<file path="src/hdl/extbus_pkg.sv">
// constants and types for the external bus and control pin logic
package extbus_pkg;
  // register bus geometry
  localparam int          ADDR_W        = 8;
  localparam int          DATA_W        = 16;
  // register byte offsets
  localparam logic [7:0]  OFS_CTRL      = 8'h00;
  localparam logic [7:0]  OFS_WAIT      = 8'h04;
  localparam logic [7:0]  OFS_STATUS    = 8'h08;
  localparam logic [7:0]  OFS_USER_OUT  = 8'h0C;
  localparam logic [7:0]  OFS_EXT_WDATA = 8'h10;
  localparam logic [7:0]  OFS_EXT_CMD   = 8'h14;
  localparam logic [7:0]  OFS_EXT_RDATA = 8'h18;
  localparam logic [7:0]  OFS_IRQ_CLR   = 8'h1C;
  // control register fields
  localparam int          CTRL_CODEC_EN = 0;
  localparam int          CTRL_TIMER_EN = 1;
  localparam int          CTRL_IRQ_EN   = 4;   // three enable bits, irq zero first
  // wait control fields: one read bit and one write bit per select value
  localparam int          WAIT_RD_LSB   = 0;
  localparam int          WAIT_WR_LSB   = 8;
  // status register fields
  localparam int          ST_UIN        = 0;   // two user input bits
  localparam int          ST_UOUT       = 2;   // two user output status bits
  localparam int          ST_BUSY       = 4;
  localparam int          ST_HALTED     = 5;
  localparam int          ST_PEND       = 8;   // three pending bits
  // command register fields
  localparam int          CMD_WRITE     = 3;
  // first select value that can belong to on-chip peripherals
  localparam logic [2:0]  SEL_INTERNAL  = 3'h4;
  // vector words in program memory
  localparam logic [11:0] VEC_RESET     = 12'hFFC;
  localparam logic [11:0] VEC_IRQ0      = 12'hFFD;
  localparam logic [11:0] VEC_IRQ1      = 12'hFFE;
  localparam logic [11:0] VEC_IRQ2      = 12'hFFF;
  // reset values
  localparam logic [15:0] CTRL_RST      = 16'h0000;
  localparam logic [15:0] WAIT_RST      = 16'h0000;
  localparam logic [1:0]  UOUT_RST      = 2'h0;
  // clock
  localparam int          CLK_HZ        = 25_000_000;

  typedef enum logic [1:0] {
    B_IDLE = 2'b00,
    B_ACT  = 2'b01,
    B_INT  = 2'b10
  } bus_state_e;

  typedef enum logic [1:0] {
    R_PUSH = 2'b00,
    R_LOAD = 2'b01,
    R_RUN  = 2'b10
  } rst_state_e;
endpackage

</file>
<file path="src/hdl/extbus_ctrl.sv">
// external register bus, interrupt, halt, reset and user pin control
//
// Notes on behaviour
// - data bus floats except while an access writes an outside register
// - direction low while write data driven, high while bus is input
// - latched three-bit select picks one of eight outside registers
// - selects four to seven go on-chip when codec or timer enabled
// - read data captured on the system clock edge, not the strobe
// - halt high: core runs no-ops and program counter holds
// - halt left by taking an enabled interrupt or by a reset
// - each active-low interrupt pin requests on its rising edge
// - pending priority: zero highest, one middle, two lowest
// - irq one from codec when enabled, irq two from timer when enabled
// - after reset release push program counter then load reset vector
// - ready stretch holds strobe, direction, select and data steady
// - ready sampled on clock edges only during an active access
// - one internal wait state can be inserted, set by wait control
// - user inputs feed branch tests and two status bits
// - user inputs accepted asynchronously
// - user outputs show inverse of their two status bits
// - user output zero is the companion interrupt request line
// - vectors: reset FFC, irq zero FFD, irq one FFE, irq two FFF
// - wait state chosen separately for read and write per select
// - ready watched only during external accesses; high adds waits
module extbus_ctrl
  import extbus_pkg::*;
(
  // clock and reset
  input  wire logic              clk,
  input  wire logic              sys_rst,
  input  wire logic              chip_reset_n,
  // register port
  input  wire logic [ADDR_W-1:0] reg_addr,
  input  wire logic [DATA_W-1:0] reg_wdata,
  input  wire logic              reg_we,
  input  wire logic              reg_re,
  output logic      [DATA_W-1:0] reg_rdata,
  // external bus pins
  input  wire logic [15:0]       periph_data_in,
  output logic      [15:0]       periph_data_out,
  output logic                   periph_data_oe,
  output logic                   bus_direction,
  output logic      [2:0]        periph_register_select,
  output logic                   access_strobe_n,
  input  wire logic              bus_ready_stretch,
  // on-chip peripheral access
  output logic                   int_strobe,
  output logic                   int_write,
  output logic      [2:0]        int_select,
  output logic      [15:0]       int_wdata,
  input  wire logic [15:0]       int_rdata,
  input  wire logic              codec_irq,
  input  wire logic              timer_irq,
  // control pins
  input  wire logic              halt,
  input  wire logic [2:0]        irq_inputs_n,
  input  wire logic [1:0]        user_inputs,
  output logic      [1:0]        user_outputs,
  // core side
  output logic                   core_hold,
  output logic      [1:0]        user_input_test,
  output logic                   irq_take,
  output logic                   pc_push,
  output logic                   vector_load,
  output logic      [11:0]       vector_addr
);

  ////////////////////////////////////////////////////////////////////////
  // state

  // one packed record holds every flip-flop of the block
  typedef struct packed {
    logic [1:0]        rst_sync;
    logic [1:0]        halt_sync;
    logic [1:0]        rdy_sync;
    logic [1:0]        uin_sync0;
    logic [1:0]        uin_sync1;
    logic [2:0]        irq_sync0;
    logic [2:0]        irq_sync1;
    logic [2:0]        irq_prev;
    rst_state_e        rst_st;
    bus_state_e        bus_st;
    logic              waited;
    logic              cmd_write;
    logic [15:0]       ctrl;
    logic [15:0]       waitc;
    logic [1:0]        uout_st;
    logic [15:0]       ext_wdata;
    logic [15:0]       ext_rdata;
    logic [2:0]        pend;
    logic              halted;
    logic [DATA_W-1:0] rdata;
    logic [15:0]       dout;
    logic              doe;
    logic              dir;
    logic [2:0]        sel;
    logic              strobe_n;
    logic              istrobe;
    logic              iwrite;
    logic [2:0]        isel;
    logic [15:0]       iwdata;
    logic [1:0]        uout_pin;
    logic              hold;
    logic [1:0]        utest;
    logic              take;
    logic              push;
    logic              vload;
    logic [11:0]       vaddr;
  } state_s;

  state_s s_r;
  state_s s_nxt;

  // reset image: bus floats, strobe and direction idle high
  function automatic state_s reset_state();
    state_s r;
    r           = '0;
    r.rst_st    = R_PUSH;
    r.bus_st    = B_IDLE;
    r.ctrl      = CTRL_RST;
    r.waitc     = WAIT_RST;
    r.uout_st   = UOUT_RST;
    r.dir       = 1'b1;
    r.strobe_n  = 1'b1;
    r.uout_pin  = ~UOUT_RST;
    // the pin reset synchroniser starts released, so the push and the
    // vector load follow the release of the system reset at once
    r.rst_sync  = 2'h3;
    r.irq_sync0 = 3'h7;
    r.irq_sync1 = 3'h7;
    r.irq_prev  = 3'h7;
    return r;
  endfunction

  // wait bit lookup for a select value and direction
  // bits [7:0] lengthen reads and [15:8] writes, one bit per select
  function automatic logic wait_bit(logic [15:0] w, logic [2:0] sel, logic wr);
    logic [7:0] row;
    row = wr ? w[WAIT_WR_LSB +: 8] : w[WAIT_RD_LSB +: 8];
    return row[sel];
  endfunction

  ////////////////////////////////////////////////////////////////////////
  // next state
  // helpers below are decoded afresh from state and the register port

  logic       codec_en;
  logic       timer_en;
  logic [2:0] irq_en;
  logic [2:0] pin_edge;
  logic [2:0] irq_evt;
  logic [2:0] grant;
  logic       internal;
  logic [2:0] cmd_sel;

  always_comb begin
    s_nxt    = s_r;
    codec_en = s_r.ctrl[CTRL_CODEC_EN];
    timer_en = s_r.ctrl[CTRL_TIMER_EN];
    irq_en   = s_r.ctrl[CTRL_IRQ_EN +: 3];
    cmd_sel  = reg_wdata[2:0];
    internal = 1'b0;
    grant    = 3'h0;

    // two-stage synchronisers on every pin input but the data bus
    // only the second stage of each is read by the logic below
    s_nxt.rst_sync  = {s_r.rst_sync[0], chip_reset_n};
    s_nxt.halt_sync = {s_r.halt_sync[0], halt};
    s_nxt.rdy_sync  = {s_r.rdy_sync[0], bus_ready_stretch};
    s_nxt.uin_sync0 = user_inputs;
    s_nxt.uin_sync1 = s_r.uin_sync0;
    s_nxt.irq_sync0 = irq_inputs_n;
    s_nxt.irq_sync1 = s_r.irq_sync0;
    s_nxt.irq_prev  = s_r.irq_sync1;

    // one-cycle pulses default low
    s_nxt.take    = 1'b0;
    s_nxt.push    = 1'b0;
    s_nxt.vload   = 1'b0;
    s_nxt.istrobe = 1'b0;
    s_nxt.rdata   = '0;

    // rising edge of each pin, on-chip sources replace pins when enabled
    // an enabled on-chip source masks its pin completely
    pin_edge = s_r.irq_sync1 & ~s_r.irq_prev;
    irq_evt  = pin_edge;
    if (codec_en) begin
      irq_evt[1] = codec_irq;
    end
    if (timer_en) begin
      irq_evt[2] = timer_irq;
    end

    // register reads: data one cycle after the strobe
    // unmapped and write-only offsets read as zero
    if (reg_re) begin
      unique case (reg_addr)
        OFS_CTRL:      s_nxt.rdata = s_r.ctrl;
        OFS_WAIT:      s_nxt.rdata = s_r.waitc;
        OFS_STATUS: begin
          s_nxt.rdata[ST_UIN +: 2]  = s_r.uin_sync1;
          s_nxt.rdata[ST_UOUT +: 2] = s_r.uout_st;
          s_nxt.rdata[ST_BUSY]      = (s_r.bus_st != B_IDLE);
          s_nxt.rdata[ST_HALTED]    = s_r.halted;
          s_nxt.rdata[ST_PEND +: 3] = s_r.pend;
        end
        OFS_USER_OUT:  s_nxt.rdata[1:0] = s_r.uout_st;
        OFS_EXT_WDATA: s_nxt.rdata = s_r.ext_wdata;
        OFS_EXT_RDATA: s_nxt.rdata = s_r.ext_rdata;
        default:       s_nxt.rdata = '0;
      endcase
    end

    // register writes
    // read-only and unmapped offsets ignore writes
    if (reg_we) begin
      unique case (reg_addr)
        OFS_CTRL:      s_nxt.ctrl      = reg_wdata;
        OFS_WAIT:      s_nxt.waitc     = reg_wdata;
        OFS_USER_OUT:  s_nxt.uout_st   = reg_wdata[1:0];
        OFS_EXT_WDATA: s_nxt.ext_wdata = reg_wdata;
        OFS_IRQ_CLR:   s_nxt.pend      = s_r.pend & ~reg_wdata[2:0];
        default: begin
        end
      endcase
    end

    // user pins: outputs show the inverse of their status bits
    // user output zero doubles as the companion interrupt request
    s_nxt.uout_pin = ~s_nxt.uout_st;
    s_nxt.utest    = s_r.uin_sync1;

    // pending flags: a new event wins over a clear in the same cycle
    s_nxt.pend = s_nxt.pend | irq_evt;

    // halt latches; released by taking an enabled interrupt or by a reset
    // a grant below clears it in the same cycle, so the core resumes
    if (s_r.halt_sync[1]) begin
      s_nxt.halted = 1'b1;
    end

    // reset sequence, then interrupt grant by fixed priority
    // no grant is made until the reset vector has been loaded
    unique case (s_r.rst_st)
      R_PUSH: begin
        s_nxt.push   = 1'b1;
        s_nxt.rst_st = R_LOAD;
      end
      R_LOAD: begin
        s_nxt.vload  = 1'b1;
        s_nxt.vaddr  = VEC_RESET;
        s_nxt.rst_st = R_RUN;
      end
      R_RUN: begin
        if (s_r.pend[0] && irq_en[0]) begin
          grant = 3'h1;
        end else if (s_r.pend[1] && irq_en[1]) begin
          grant = 3'h2;
        end else if (s_r.pend[2] && irq_en[2]) begin
          grant = 3'h4;
        end
        if (grant != 3'h0) begin
          s_nxt.take   = 1'b1;
          s_nxt.vload  = 1'b1;
          s_nxt.vaddr  = grant[0] ? VEC_IRQ0 : (grant[1] ? VEC_IRQ1 : VEC_IRQ2);
          // a line requested again in its own grant cycle stays pending
          s_nxt.pend   = (s_nxt.pend & ~grant) | irq_evt;
          s_nxt.halted = 1'b0;
        end
      end
      default: s_nxt.rst_st = R_RUN;
    endcase
    s_nxt.hold = s_nxt.halted;

    // external access engine
    // a command while busy is dropped; software polls the busy bit
    unique case (s_r.bus_st)
      B_IDLE: begin
        if (reg_we && reg_addr == OFS_EXT_CMD) begin
          internal = (cmd_sel >= SEL_INTERNAL) && (codec_en || timer_en);
          s_nxt.cmd_write = reg_wdata[CMD_WRITE];
          s_nxt.waited    = 1'b0;
          if (internal) begin
            s_nxt.istrobe = 1'b1;
            s_nxt.iwrite  = reg_wdata[CMD_WRITE];
            s_nxt.isel    = cmd_sel;
            s_nxt.iwdata  = s_r.ext_wdata;
            s_nxt.bus_st  = B_INT;
          end else begin
            s_nxt.sel      = cmd_sel;
            s_nxt.strobe_n = 1'b0;
            s_nxt.dir      = ~reg_wdata[CMD_WRITE];
            s_nxt.doe      = reg_wdata[CMD_WRITE];
            s_nxt.dout     = s_r.ext_wdata;
            s_nxt.bus_st   = B_ACT;
          end
        end
      end
      B_ACT: begin
        // outputs stand unchanged while waiting or stretched
        // the internal wait comes first, then one cycle per stretch edge
        if (wait_bit(s_r.waitc, s_r.sel, s_r.cmd_write) && !s_r.waited) begin
          s_nxt.waited = 1'b1;
        end else if (s_r.rdy_sync[1]) begin
          s_nxt.waited = s_r.waited;
        end else begin
          if (!s_r.cmd_write) begin
            s_nxt.ext_rdata = periph_data_in;
          end
          s_nxt.strobe_n = 1'b1;
          s_nxt.dir      = 1'b1;
          s_nxt.doe      = 1'b0;
          s_nxt.bus_st   = B_IDLE;
        end
      end
      B_INT: begin
        // on-chip read data are sampled in the same cycle as the strobe
        if (!s_r.iwrite) begin
          s_nxt.ext_rdata = int_rdata;
        end
        s_nxt.bus_st = B_IDLE;
      end
      default: s_nxt.bus_st = B_IDLE;
    endcase

    // chip reset pin: restart everything but its own and the halt synchronisers
    // pending requests, halt and register contents are all lost
    if (!s_r.rst_sync[1]) begin
      s_nxt           = reset_state();
      s_nxt.rst_sync  = {s_r.rst_sync[0], chip_reset_n};
      s_nxt.halt_sync = {s_r.halt_sync[0], halt};
    end
  end

  ////////////////////////////////////////////////////////////////////////
  // registers

  // all state in one register, synchronous reset; halt is resynchronised anyway
  // the pin reset is not here: it acts through the next state logic
  always_ff @(posedge clk) begin
    if (sys_rst) begin
      s_r <= reset_state();
    end else begin
      s_r <= s_nxt;
    end
  end

  ////////////////////////////////////////////////////////////////////////
  // outputs straight from state
  // every port below is a flip-flop of s_r, none passes through logic

  assign reg_rdata              = s_r.rdata;
  assign periph_data_out        = s_r.dout;
  assign periph_data_oe         = s_r.doe;
  assign bus_direction          = s_r.dir;
  assign periph_register_select = s_r.sel;
  assign access_strobe_n        = s_r.strobe_n;
  assign int_strobe             = s_r.istrobe;
  assign int_write              = s_r.iwrite;
  assign int_select             = s_r.isel;
  assign int_wdata              = s_r.iwdata;
  assign user_outputs           = s_r.uout_pin;
  assign core_hold              = s_r.hold;
  assign user_input_test        = s_r.utest;
  assign irq_take               = s_r.take;
  assign pc_push                = s_r.push;
  assign vector_load            = s_r.vload;
  assign vector_addr            = s_r.vaddr;

endmodule

</file>
<file path="config.mk">
export PLATFORM = sky130hd
export DESIGN_NAME = extbus_ctrl
export DESIGN_NICKNAME = d
export VERILOG_FILES = /design/src/hdl/extbus_pkg.sv /design/src/hdl/extbus_ctrl.sv
export SDC_FILE = /design/constraint.sdc
export NUM_CORES = 1
export LEC_CHECK = 0
export BUFFER_PORTS_ARGS = -buffer_cell sky130_fd_sc_hd__buf_2
export CORE_AREA = 2 2 136 151
export CTS_BUF_LIST = sky130_fd_sc_hd__clkbuf_4 sky130_fd_sc_hd__clkbuf_8
export CTS_CLUSTER_SIZE = 10
export DETAILED_ROUTE_END_ITERATION = 10
export DIE_AREA = 0 0 138 153
export MAX_ROUTING_LAYER = met4
export SLEW_MARGIN = 5
export SYNTH_ARGS = -nofsm -noshare
export SYNTH_HDL_FRONTEND = slang
export SYNTH_SLANG_ARGS = --single-unit
</file>
<file path="constraint.sdc">
create_clock -name clk -period 2.6 [get_ports clk]
set_clock_uncertainty 0.15 [all_clocks]
set_input_delay 0.39 -clock clk [delete_from_list [all_inputs] [get_ports clk]]
set_output_delay 0.39 -clock clk [all_outputs]
set_load 0.02 [all_outputs]
</file>
Word-level counts from Yosys, hierarchy flattened
Cells that the tools add are included.
Word-level totals
  word-level logic and storage cells: 153
  output and inout port bits: 79
  input port bits: 70
  register bits: 173
Cells by class
  muxes and demuxes: 50
  equality and inequality tests: 19
  bitwise gates (word level): 16
  reduce and logical (&&, ||, !) cells: 31
  $lt $le $gt $ge: 2
Operators with widths (count)
  two-way mux 16 bit: 5
  == test 8 x 5 -> 1 bit (second input constant): 4
  one-hot mux 16 bit (2 select lines): 1
  two-way mux 27 bit: 1
  one-hot mux 13 bit (2 select lines): 1
  two-way mux 21 bit: 1
  one-hot mux 4 bit (5 select lines): 1
  one-hot mux 5 bit (4 select lines): 1
  two-way mux 18 bit: 1
  two-way mux 3 bit: 6
  == test 8 x 4 -> 1 bit (second input constant): 2
  inequality test 2 bit (second input constant): 8
  one-hot mux 3 bit (5 select lines): 1
  two-way mux 2 bit: 7
  two-way mux 13 bit: 1
  two-way mux 4 bit: 3
  one-hot mux 2 bit (2 select lines): 3
  one-hot mux 2 bit (6 select lines): 1
  AND reduction 3 bit: 4
  two-way mux 1 bit: 10
  AND reduction 2 bit: 5
  AND reduction 5 bit: 2
  AND 3 bit: 3
  inverter 3 bit: 3
  other kinds (23): 43

Longest topological paths before layout
  depth in word-level cells: 10
  mapped depth: 8

Worst setup path before layout
Ideal clock, no wire load.
  kind: reg-to-reg
  start point: register s_r, in the netlist periph_register_select[1]
  end point: register s_r, in the netlist access_strobe_n
  period minus slack after synthesis: 2281 ps
  cell stages (with the launch flop): 6
  path slack: 319 ps
  setup time: 122 ps
  arrival: 2009 ps
  cell sequence: dfxtp_1 -> mux4_2 -> a2bb2oi_1 -> a22o_4 -> a221o_1 -> a221o_1
Between the ends
  word-level cells in the longest chain between the ends: 5
RTL lines
  from (decl): line extbus_ctrl.sv:111  | state_s s_r;
  from (signal assigned): line extbus_ctrl.sv:342  | s_r <= reset_state();
  from (signal assigned): line extbus_ctrl.sv:344  | s_r <= s_nxt;
  binary-select mux 1 bit (select 3 bit): line extbus_ctrl.sv:140  | return row[sel];
  two-way mux 1 bit (implied by the code): line extbus_ctrl.sv:140
  logical AND 1 bit: line extbus_ctrl.sv:302  | if (wait_bit(s_r.waitc, s_r.sel, s_r.cmd_write) && !s_r.waited) begin
  inequality test 2 bit (no line)
  AND reduction 5 bit (no line)
No other way between the ends. The select of a mux whose other input is x is not followed.
A chain may end at the register's enable or synchronous reset.

Worst setup path after layout
Same ends and word-level chain as after synthesis.

==> impl_metrics.py <==
metrics = {
    "setup_path": {
        "rr_endpoint": "access_strobe_n",
        "worstReg2RegStart": "periph_register_select[1]",
        "crit_path_max_fanout": 7,
        "arrival_ps": 2640,
        "r2r_slack_ps": 160,
        "required_ps": 2800,
        "crit_chain": "mux4_2 -> a2bb2oi_1 -> a22o_4 -> a221o_1 -> a221o_1",
        "crit_path_top_delay_cell": "mux4_2",
        "slowest_delay_ps": 540,
        "end_kind": "flip-flop",
        "worstSetupPathType": "reg -> reg",
        "rr_worst_depth": 5,
        "worstSetupStartpointType": "flip-flop",
        "cpMostUsedCell": "a221o_1",
    },
    "routing": {
        "drt_pass1_iterations": 7,
        "wl_met1_um": 8210,
        "drt.antenna.violating_nets": 0,
        "top_layer": "met4",
        "drt-total-wl_um": 18700,
        "viasPerCell": 4.94,
        "wl_met2_um": 9020,
        "dr_total_vias": 5506,
        "wl_per_cell_um": 16.7,
        "drt_iter0_drc": 574,
        "drc": 0,
        "wl_met3_um": 1020,
    },
    "cells_and_area": {
        "areaGrowthSynthToFinish_pct": 15.9,
        "antenna_cells": 0,
        "multiInputGateArea_um2": 2760,
        "final_cell_area_um2": 7850,
        "utilization_pct": 40.0,
        "regArea_um2": 3280,
        "n_fill_cell": 2052,
        "drive_gt1_share_pct": 25.1,
        "nNetsFinal": 923,
    },
    "grt": {
        "grt_overflow": 0,
        "grt_pass1_wl_um": 28800,
        "grt_max_degree": 103,
        "antenna_found_initial": 0,
        "grt_usage_pct": 18.0,
        "first_global_vias": 5190,
    },
    "logic_synthesis": {
        "synth_top_area_share_pct": 48.5,
        "ys_seq_area_share_pct": 48.5,
        "yosys-top-cells-area": "dfxtp_1 (49%), nand2_1 (8.9%), buf_4 (8.0%)",
        "synth-seq-cells": 164,
        "ys.flop_type": "dfxtp_1",
        "synth-edff-count": 0,
        "ys_types": 46,
        "avgSynthCellArea_um2": 8.87,
        "synth-async-reset-ratio_pct": 0,
        "syn_nets": 836,
        "syn-cell-area_um2": 6770,
        "yosysWarnings": 0,
        "synth_cells": 763,
        "yosysTopAreaCell": "dfxtp_1",
    },
    "timing": {
        "slew_headroom_pct": 57.8,
        "hold_viol_final": 0,
        "fin_hold_ws_ps": 35.1,
        "fin_crit_ps": 2440,
        "fmax_mhz": 410,
        "period_share_pct": 93.8,
        "rsz0062_at_grt": "false",
        "drv_slew": 0,
        "setup_tns_ps": 0,
        "worstMarginPinSlew_ps": 627,
        "setup_viol": 0,
    },
    "job": {
        "drv_cap": 0,
    },
    "placed_design": {
        "gp_congestion": 0.859,
        "portBuffers": 148,
        "place_hpwl_um": 13300,
        "placed_area_um2": 7320,
    },
    "clock_network": {
        "clkSlewWorstSetupHoldPaths_ps": 90,
        "cts_made_buffers": 17,
        "cts.sinks": 164,
        "post_cts_buffers": 0,
        "cts_tree": "yes",
        "cts_root_buffer": "clkbuf_8",
        "cts.path.max_buffers": 2,
        "insertion_delay_ps": 460,
        "htreeDepth": 4,
    },
    "power": {
        "p_leak_uw": 0.00297,
        "vdd_drop_max_mv": 0.305,
        "powerDensity_nw_per_um2": 610,
    },
    "floorplanning": {
        "die_w_um": 138,
        "die_area_um2": 21100,
        "die_height_um": 153,
        "ios": 149,
        "initial_core_util_pct": 34.5,
        "core_um2": 19600,
        "num_rows": 54,
    },
    "hold_path": {
        "min_to": "s_r[140]",
        "holdCritStartpoint": "reg_wdata[7]",
        "holdPathStages": 3,
        "worstHoldPathType": "in -> reg",
    },
    "status": {
        "status": "finished, final reports clean",
    },
}
area by class of cell:
class	count	area share [%]
clock inverters	14	2.12
clock buffers	18	3.16
flip-flops and latches	164	41.9
inverters	6	0.287
repair buffers	182	13.4
multi-input cells	479	35.2
well taps	252	4.02
critical path, delay by kind of cell (launching register included):
kind / cells / cell delay (ps)
AO/OA/AOI/OAI: 4 / 1150
flip-flops: 1 / 500
multiplexers: 1 / 540
flip-flops by register name, summed over array words and instances (netlist names), 2 cells and up:
register / flops
reg_rdata: 16
int_select: 3
int_wdata: 16
irq_en: 3
user_outputs: 2
s_r: 90
vector_addr: 3
periph_register_select: 3
periph_data_out: 16
user_input_test: 2
logic make-up (layout without fill, tap and decap cells):
logic type / Yosys count / count (layout) / synth area share (%)
AOI/OAI and AO/OA: 158 / 158 / 15.1
adders and majority gates: 3 / 3 / 0.555
buffers and inverters: 120 / 220 / 10.9
DFF: 164 / 164 / 48.5
muxes: 47 / 47 / 7.32
and+or+nand+nor: 271 / 271 / 17.6
power breakdown:
part / internal (µW) / leakage [µW] / switching, µW
clock network: 909 / 0.000206 / 1030
logic: 118 / 0.00144 / 178
registers: 2540 / 0.00133 / 17.8
total: 3560 / 0.00297 / 1220
what timing repair did:
item                      CTS  global route
hold buffers               11             0
hold endpoints to repair   10             0
resized for setup           0             0
through the flow:
step	total power (µW)	setup WS (ps)	instances
global placement	2900	162	1072
finish	4790	160	1115
CTS	4840	169	1115
global route	5000	49.4	1115
floorplan	2790	319	763
detailed placement	2900	113	1072
routing by layer:
metal	vias up	global-route usage [%]
met1	2583	22.8
li1	2707	-
met2	190	28.5
met3	26	3.63
met5	-	-
met4	0	6.27
cell usage in the layout, fill, tap and decap left out, types with 3 or more instances in the layout:
cell type	n
a21oi_1	87
a221oi_1	3
a222oi_1	8
a22oi_1	16
a31oi_1	6
and2_1	12
and3_1	4
buf_2	148
buf_4	21
clkbuf_8	18
clkinv_4	3
dfxtp_1	164
dlygate4sd3_1	11
ha_1	3
inv_1	6
inv_6	3
inv_8	3
mux2i_1	45
nand2_1	161
nand2b_1	14
nand3_1	8
nor2_1	43
nor2b_1	5
nor3_1	5
nor3b_1	3
o21ai_0	6
o2bb2ai_1	16
or2_2	3
worst max-delay path by stage:
| stage | start | end | slack (ps) |
|---|---|---|---|
| finish | periph_register_select[1] | access_strobe_n | 160 |
| global route | periph_register_select[1] | s_r[98] | 50 |
| CTS | periph_register_select[1] | access_strobe_n | 170 |
| detailed placement | reg_addr[5] | access_strobe_n | 110 |
| global placement | reg_addr[5] | access_strobe_n | 160 |
| floorplan | periph_register_select[1] | access_strobe_n | 320 |
Yosys cell counts (3+ instances only):
cell	instances
mux2i_1	45
a221oi_1	3
nor2_1	44
clkbuf_1	30
a21oi_1	87
or2_2	3
buf_1	4
nand2_1	161
nand3_1	8
a31oi_1	6
nor3_1	5
nor3b_1	3
a22oi_1	16
buf_4	72
nor2b_1	7
and3_1	4
inv_1	6
and2_1	12
dfxtp_1	164
o21ai_0	6
nand2b_1	15
o2bb2ai_1	16
buf_2	7
ha_1	3
a222oi_1	8
No activity file was read; power rests on OpenSTA's default activity.
